File: src/design/battery_defs.svh
/*
  Offsets, field constants, reset values and timing counts of the capacity model.
  Assumes it is included by bare name from the package and every design module.
*/
`ifndef BATTERY_DEFS_SVH
`define BATTERY_DEFS_SVH

// Word indices of the registers; the byte address is four times the index.
`define IDX_ACC       5'h00
`define IDX_FRAC      5'h01
`define IDX_BIAS      5'h02
`define IDX_SENSE_CONDUCTANCE     5'h03
`define IDX_CHARGE_VOLTAGE_THRESHOLD      5'h04
`define IDX_MIN_CHARGE_CURRENT_THRESHOLD      5'h05
`define IDX_VAE       5'h06
`define IDX_IAE       5'h07
`define IDX_AC        5'h08
`define IDX_AS        5'h09
`define IDX_FULL40    5'h0a
`define IDX_AE40      5'h0b
`define IDX_SLOPE0    5'h0c
`define IDX_FULLNOW   5'h18
`define IDX_AENOW     5'h19
`define IDX_SENOW     5'h1a
`define IDX_STATUS    5'h1b
`define IDX_NV_FIRST  5'h02
`define IDX_NV_LAST   5'h17

`define AS_RESET      8'h80
`define AS_MIN        8'h3f
`define FULL_NORM     16'h4000
`define CURVE_MAX     24'sh007fff
`define SEG_DEG       9'sd10
`define SEG_CNT       4
`define CURVE_CNT     3
`define FRAC_W        12
`define AGE_SHIFT     5

`define CLK_MHZ       200
`define SAVE_PERIOD_MS 1000
`define SAVE_CYCLES   (`SAVE_PERIOD_MS * 1000 * `CLK_MHZ)

`endif

File: src/design/curve_eval.sv
/*
  Rebuilds one piecewise-linear capacity curve at a whole-degree temperature.
  Assumes base and slopes are stable while start is high; value is registered.
*/
`timescale 1ns/10ps
`include "battery_defs.svh"

module curve_eval (
  input  wire logic                   clk,
  input  wire logic                   sys_rst,
  input  wire logic                   ce,
  input  wire logic                   start,
  input  wire logic signed [7:0]      deg,
  input  wire logic [15:0]            base,
  input  wire logic [`SEG_CNT-1:0][7:0] slopes,
  output logic [15:0]                 value_reg
);

  logic signed [23:0] sum;

  // Degrees of segment k lying between deg and the forty-degree end.
  function automatic logic signed [8:0] covered(logic signed [7:0] d, int k);
    logic signed [8:0] hi;
    logic signed [8:0] lo;
    hi = 9'(`SEG_DEG * (k + 1));
    lo = 9'(`SEG_DEG * k);
    if (d >= hi) begin
      covered = 9'sd0;
    end else if (k == 0 || d > lo) begin
      covered = hi - 9'(d);
    end else begin
      covered = `SEG_DEG;
    end
  endfunction : covered

  always_comb begin
    sum = 24'($signed({8'h00, base}));
    for (int k = 0; k < `SEG_CNT; k++) begin
      sum = sum - 24'($signed(slopes[k])) * 24'(covered(deg, k));
    end
  end

  always_ff @(posedge clk) begin
    if (sys_rst) begin
      value_reg <= 16'h0000;
    end else if (ce && start) begin
      if (sum < 0) begin
        value_reg <= 16'h0000;
      end else if (sum > `CURVE_MAX) begin
        value_reg <= 16'(`CURVE_MAX);
      end else begin
        value_reg <= sum[15:0];
      end
    end
  end

endmodule : curve_eval

File: config.mk
export PLATFORM = sky130hd
export DESIGN_NAME = curve_eval
export DESIGN_NICKNAME = d
export VERILOG_FILES = /design/src/design/curve_eval.sv
export VERILOG_INCLUDE_DIRS = /design/src /design/src/design
export SDC_FILE = /design/constraint.sdc
export NUM_CORES = 1
export LEC_CHECK = 0
export BUFFER_PORTS_ARGS = -buffer_cell sky130_fd_sc_hd__buf_4
export CORE_MARGIN = 2
export CORE_UTILIZATION = 42
export DETAILED_ROUTE_END_ITERATION = 12
export GPL_ROUTABILITY_DRIVEN = 0
export PLACE_DENSITY = 0.55
export SLEW_MARGIN = 10
export SYNTH_ARGS = -nofsm -noshare
export SYNTH_HDL_FRONTEND = slang
export SYNTH_SLANG_ARGS = --single-unit
File: constraint.sdc
create_clock -name clk -period 21 [get_ports clk]
set_input_delay 3.15 -clock clk [delete_from_list [all_inputs] [get_ports clk]]
set_output_delay 3.15 -clock clk [all_outputs]
set_load 0.01 [all_outputs]
* Word level (Yosys, flattened, before mapping)
Index checks and enable logic that the tools add are counted.
** Operators by class
- $mul :: 4
- Reductions and logical operators :: 1
- Add/subtract/negate cells :: 8
- $lt $le $gt $ge :: 9
- Mux-type cells :: 9
** Operator list (number)
- 8-bit by 9-bit multiplier with 17-bit output :: 4
- 9-bit 2-to-1 mux :: 7
- 16-bit 2-to-1 mux :: 2
- 21-bit by 16-bit > comparator with 1-bit output, second input constant :: 1
- 21-bit by 1-bit < comparator with 1-bit output, second input constant :: 1
- 20-bit by 17-bit subtractor with 21-bit output :: 1
- 19-bit by 17-bit subtractor with 20-bit output :: 1
- 18-bit by 17-bit subtractor with 19-bit output :: 1
- 17-bit by 17-bit subtractor with 18-bit output :: 1
- 6-bit by 8-bit subtractor with 9-bit output, first input constant :: 2
- 8-bit by 6-bit >= comparator with 1-bit output, second input constant :: 2
- 8-bit by 6-bit > comparator with 1-bit output, second input constant :: 2
- 5-bit by 8-bit subtractor with 9-bit output, first input constant :: 1
- 7-bit by 8-bit subtractor with 9-bit output, first input constant :: 1
- 8-bit by 5-bit >= comparator with 1-bit output, second input constant :: 1
- 8-bit by 7-bit >= comparator with 1-bit output, second input constant :: 1
- 8-bit by 5-bit > comparator with 1-bit output, second input constant :: 1
- 1-bit logical AND :: 1
** Storage, ports and cells
- Flip-flop bits (word level) :: 16
- Word-level logic and storage cells :: 32
- Input bits :: 60

* Longest topological paths before layout
Gate-level depths: netlist of the first run.
- Depth in word-level cells :: 10
- Mapped depth :: 34
- Depth with buffers taken out :: 32

* Least setup slack after synthesis of the first run
OpenSTA, ideal clock, no wires.
- Path type :: input port to flip-flop
- From :: input port deg[0]
- To :: register value_reg[0]
- Arrival time :: 11309 ps
- Buffers on the path :: 2
- Stages :: 33
- Required time :: 20878 ps
- Slack :: 9569 ps
- Setup time :: 122 ps
- Cell sequence :: inv_1 > ha_1 > o41a_1 > o21ai_0 > nand2b_1 > nor2b_1 > or2_2 > nor2_1 > nand2_1 > fa_1 > inv_1 > fa_1 > inv_1 > fa_1 > inv_1 > fa_1 > fa_1 > inv_1 > fa_1 > fa_1 > inv_1 > fa_1 > inv_1 > ha_1 > buf_2 > a21oi_1 > o21bai_1 > o221a_2 > or4_4 > a2111oi_4 > a311oi_4 > buf_6 > a221o_1
** Between the ends
- Longest elaborated chain between the ends :: 10
** RTL lines
- start, declared :: line curve_eval.sv:13 : input wire logic signed [7:0] deg,
- 5-bit by 8-bit subtractor with 9-bit output, or another cell as far along :: line curve_eval.sv:30 : covered = hi - 9'(d);
- 9-bit 2-to-1 mux (on tied branches) :: line curve_eval.sv:27, curve_eval.sv:29
- 8-bit by 9-bit multiplier with 17-bit output / 9-bit 2-to-1 mux (equally long branches) :: line curve_eval.sv:39, curve_eval.sv:27
- 17-bit by 17-bit subtractor with 18-bit output / 8-bit by 9-bit multiplier with 17-bit output (equally long branches) :: line curve_eval.sv:39 : sum = sum - 24'($signed(slopes[k])) * 24'(covered(deg, k));
- 18-bit by 17-bit subtractor with 19-bit output :: line curve_eval.sv:39
- 19-bit by 17-bit subtractor with 20-bit output :: line curve_eval.sv:39
- 20-bit by 17-bit subtractor with 21-bit output (*) :: line curve_eval.sv:39
- 21-bit by 16-bit > comparator with 1-bit output (no line)
- 16-bit 2-to-1 mux :: line curve_eval.sv:49 : end else if (sum > `CURVE_MAX) begin
- 16-bit 2-to-1 mux (*) :: line curve_eval.sv:47 : if (sum < 0) begin
- end signal, assigned :: line curve_eval.sv:50 : value_reg <= 16'(`CURVE_MAX);
- end signal, assigned :: line curve_eval.sv:52 : value_reg <= sum[15:0];
- end, declared :: line curve_eval.sv:16 : output logic [15:0] value_reg
Every way passes the cells marked *; elsewhere a longest branch is shown, timed or not.
A chain may end at the register's enable or synchronous reset.

* Worst setup path after layout of the first run
- From :: input port deg[0]
- To :: register value_reg[2]
Same word-level chain as after synthesis.

==> results of run 1 <==
-- cells by family after synthesis --
kind of cell / Yosys count
adder cells (fa/ha/maj): 508
AO/OA/AOI/OAI: 87
AND/OR/NAND/NOR: 335
flip-flops: 16
XOR/XNOR: 36
multiplexers: 4
buffers and inverters: 459
other: 2
-- layout make-up --
cell class	instances	area [sq um]	area share, %
multi-input cells	1012	12000	79.1
inverters	437	1640	10.8
repair buffers	77	578	3.80
well taps	442	553	3.64
flip-flops and latches	16	320	2.11
clock buffers	4	88.8	0.585
-- through the flow --
step                hold WS (ps)  instances  instance area [sq um]  util [%]
finish                       455       1988                  15200      46.7
global route                 502       1988                  15200      46.7
CTS                          461       1987                  15200      46.7
detailed placement           449       1983                  15100      46.4
global placement             445       1983                  15100      46.4
floorplan                    499       1487                  14100         -
-- worst paths after layout --
kind	cells past startpoint	slack [ps]	from	to
max	30	8410	deg[0]	value_reg[2]
min	1	460	value_reg[15]	value_reg[15]
max reg2reg	1	20260	value_reg[2]	value_reg[2]
min reg2reg	1	460	value_reg[15]	value_reg[15]
-- critical path, delay by kind of cell --
family	cells	cell delay, ps
AOI/OAI and AO/OA	7	2100
adders and majority gates	10	4680
buffers and inverters	6	430
xor gates and xnor gates	1	210
and+or+nand+nor	6	2190
-- cell usage after synthesis, drive strengths merged, types with 3 or more instances --
| master | count |
|---|---|
| a2111oi | 3 |
| a211oi | 5 |
| a21o | 6 |
| a21oi | 24 |
| a221o | 15 |
| and2 | 117 |
| and3 | 5 |
| buf | 5 |
| clkbuf | 17 |
| dfxtp | 16 |
| fa | 361 |
| ha | 147 |
| inv | 437 |
| mux2i | 3 |
| nand2 | 103 |
| nand2b | 7 |
| nand3 | 6 |
| nand4 | 4 |
| nor2 | 41 |
| nor2b | 29 |
| nor3 | 7 |
| o211ai | 3 |
| o21ai | 14 |
| or2 | 5 |
| or3 | 4 |
| xnor2 | 24 |
| xor2 | 12 |
-- routing by layer --
metal  share of wire (%)  track usage, %  wire (microns)  up-vias
li1                    -               -               -     4402
met1                  44            27.5           13400     4743
met5                   0               0               0        -
met3                 2.0           0.470             602       22
met2                  53            35.0           16100      125
met4                 1.7            2.83             525        0
==> run metrics, run 1 <==
Crit path largest cell delay between 700 and 800 ps; routed wire length per instance ~15 microns; setup violators final 0; area added between synthesis and finish 9.23%; Cell Area, Synth ~0.014 sq mm; Die X about 190 microns; most common cell after layout, fill and taps aside inv_1; yosys warns 0; Hold Buf Count CTS 0; ranking of synthesized cells by area fa_1 (52%), ha_1 (13%), inv_1 (12%); worst slack, placed between 8000 and 9000 ps; first-pass GRT wire length 52900 microns; core box area about 0.033 sq mm; Clock Root Buffer clkbuf_16; Arr. time, crit path 12780 ps; # resized after CTS 0; Post-Synth Adder-Cell Area 65.2%; die area approximately 0.035 sq mm; Routed WL 30700 microns; TritonCTS Sinks 16; final worst slack about 8400 ps; Yosys top cell area share a little over 50%; largest net degree at the start of global routing 20; Reg clk slew, reported paths around 50 ps; post-synthesis xor/xnor area fraction under 10%; Hold Fails Final Rpt 0; CP max FO 15; Residual DRC 0; Max H-tree Level 1; Starting Density between 40 and 50%; Worst Max-Slew Pin Slew 1050 ps; cell count after synthesis about 1400; Post-synth EDFFs 0; Inserted Clock Buffers 3; post-synthesis average cell area about 9.6 sq um; clock tree buffer depth 2; WP data required 21190 ps; worst min path class flip-flop to flip-flop; Pins Over Slew Limit 0; setup TNS 0 ps; WS Path Type input port to flip-flop; CP max stage cell nor2_1; vias in the first global route around 10000; die outline height ~190 microns; PortBufs 75; average vias per placed instance 4.67; layout cells sized above 1 under 10%; worst-skew pair later-pin latency 240 ps; max cap viols 0; Simple-Gate Fraction of Synth Area 12.6%; Synth Register Bits 16; Tcrit/Tclk final between 50% and 60%; DR vias 9292; asr flop ratio synth 0%; post-synthesis compound-gate area fraction approximately 4.9%; crit path launch type input port; FMAX 79.4 MHz; GR Overflow Total 0; I/O pin count 76; Max Clock Skew 0 ps; Synth area leader fa_1; nets roughly 2100; initial antenna violation count 0; Slew HR just under 30%; largest family of logic cells by synthesized area adder cells; initial drt markers 313; RSZ-0062 raised after global routing no; n_diodes 0; remaining antenna violation count 0; Std-Cell Rows 66; max reg flops 16; CTS tree built; Crit path top cell by count fa_1; synth unique cells 59; mux cell area share after synthesis 0.297%; crit end category flip-flop; Seq/Total Area, Yosys under 10%; status finished, final reports clean; most frequent cells in the layout inv_1 (437), fa_1 (361), ha_1 (147); setup bufs post-CTS 0; Main synth FF type dfxtp_1; # fillers ~3300; min Tclk post-route about 13000 ps; Tot GR Track Use 19.7%; DPL Wire Length about 29000 microns; Detailed Routing Iterations Pass 1 4
Power of run 1 is left out: the tool's default activity adds up to more than one toggle a clock period on the data nets, which glitch-free logic cannot reach.
==> inputs of run 2 (changes only) <==
- clock period: 21 -> 12.65 ns (I/O delays scaled with it)
==> run metrics, run 2 (synthesis results as in run 1) <==
most common cell after layout, fill and taps aside inv_1 (unchanged); # resized after CTS 0 (unchanged); crit path launch type input port (unchanged); clock tree buffer depth 2 (unchanged); Slew HR 22.0% (was 29.4%); area added between synthesis and finish 9.17% (was 9.23%); Starting Density 42.8% (unchanged); FMAX approximately 88 MHz; Hold Crit Start value_reg[15] (unchanged); CP max FO 15 (unchanged); crit end category flip-flop (unchanged); Residual DRC 0 (unchanged); area of the multi-input gates 0.0120 sq mm (about the same); Hold Fails Final Rpt 0 (unchanged); Pins Over Slew Limit 0 (unchanged); CP max stage cell nor2_1 (unchanged); initial drt markers 387 (was 313); RSZ-0062 raised after global routing no (unchanged); Crit path largest cell delay 790 ps (about the same); die area 0.0346 sq mm (unchanged); layout cells sized above 1 6.21% (was 6.27%); vias in the first global route 10154 (was 10166); nets 2114 (was 2115); Max H-tree Level 1 (unchanged); DR vias 9365 (was 9292); max reg flops 16 (unchanged); Hold Buf Count CTS 0 (unchanged); PortBufs 75 (unchanged); setup violators final 0 (unchanged); # fillers 3272 (was 3270); TritonCTS Sinks 16 (unchanged); average vias per placed instance 4.71 (was 4.67); Inserted Clock Buffers 3 (unchanged); max cap viols 0 (unchanged); routed wire length per instance 15.4 microns (about the same); Reg clk slew, reported paths 50 ps (about the same); Reg area 320 sq um (unchanged); WS Path Type input port to flip-flop (unchanged); Critical Path Source deg[0] (unchanged); die outline height 186 microns (unchanged); Crit path top cell by count fa_1 (unchanged); CTS tree built (unchanged); worst-skew pair later-pin latency 240 ps (about the same); min Tclk post-route between 10000 and 15000 ps; DPL Wire Length 28800 microns (about the same); core box area 0.0325 sq mm (unchanged); Clock Root Buffer clkbuf_16 (unchanged); Worst Max-Slew Pin Slew 1160 ps (was 1050 ps); Reg2Reg Launch Point value_reg[4] (was value_reg[2]); first-pass GRT wire length 52500 microns (was 52900 microns); largest net degree at the start of global routing 20 (unchanged); initial antenna violation count 0 (unchanged); n_diodes 0 (unchanged); Routed WL 30700 microns (about the same); Die X 186 microns (unchanged); remaining antenna violation count 0 (unchanged); most frequent cells in the layout inv_1 (437), fa_1 (361), ha_1 (147) (unchanged); Tcrit/Tclk final between 80% and 90%; I/O pin count 76 (unchanged); Detailed Routing Iterations Pass 1 5 (was 4); WP data required 12840 ps (was 21190 ps); worst min path class flip-flop to flip-flop (unchanged); Arr. time, crit path 11530 ps (was 12780 ps); Std-Cell Rows 66 (unchanged); setup TNS 0 ps (unchanged); GR Overflow Total 0 (unchanged); status finished, final reports clean (unchanged); Tot GR Track Use 19.5% (was 19.7%); Max Clock Skew 0 ps (unchanged); setup bufs post-CTS 0 (unchanged)
-- run 2: per-layer routing --
metal | track usage [%] | vias to the layer above | share of wire (%)
met4 | 3.31 | 0 | 2.1
met1 | 27.1 | 4792 | 43
met3 | 0.509 | 26 | 2.5
met5 | 0 | - | 0
met2 | 34.8 | 149 | 53
li1 | - | 4398 | -
-- run 2: path summary, 6_finish.rpt --
path / endpoint / slack (ps) / cells past startpoint
worst max-delay path: value_reg[2] / 1300 / 30
worst min-delay path: value_reg[15] / 460 / 1
worst max register to register: value_reg[4] / 11900 / 1
worst min register to register: value_reg[15] / 460 / 1
-- run 2: per-stage QoR --
stage	cell area, sq um	util (%)	hold WS [ps]	setup slack [ps]	cells
after CTS	15200	46.7	467	1390	1987
after detailed placement	15100	46.4	450	1180	1983
after floorplan	14100	-	499	2470	1487
after global placement	15100	46.4	445	1340	1983
final	15200	46.7	459	1300	1987
after global routing	15200	46.7	488	765	1987
-- run 2: worst max-delay path: cells and delay by family --
family          cells  cell delay (ps)
compound gates      7             2100
fa+ha+maj          10             4670
xor+xnor            1              210
simple gates        6             2190
buf+inv             6              440
-- run 2: area by class of cell --
class                      count  share of cell area [%]
clock buffer                   4                   0.585
inverter                     437                    10.8
multi-input combinational   1012                    79.1
sequential                    16                    2.11
tap                          442                    3.64
timing repair buffer          76                    3.76
Power of run 2 is left out for the same reason.
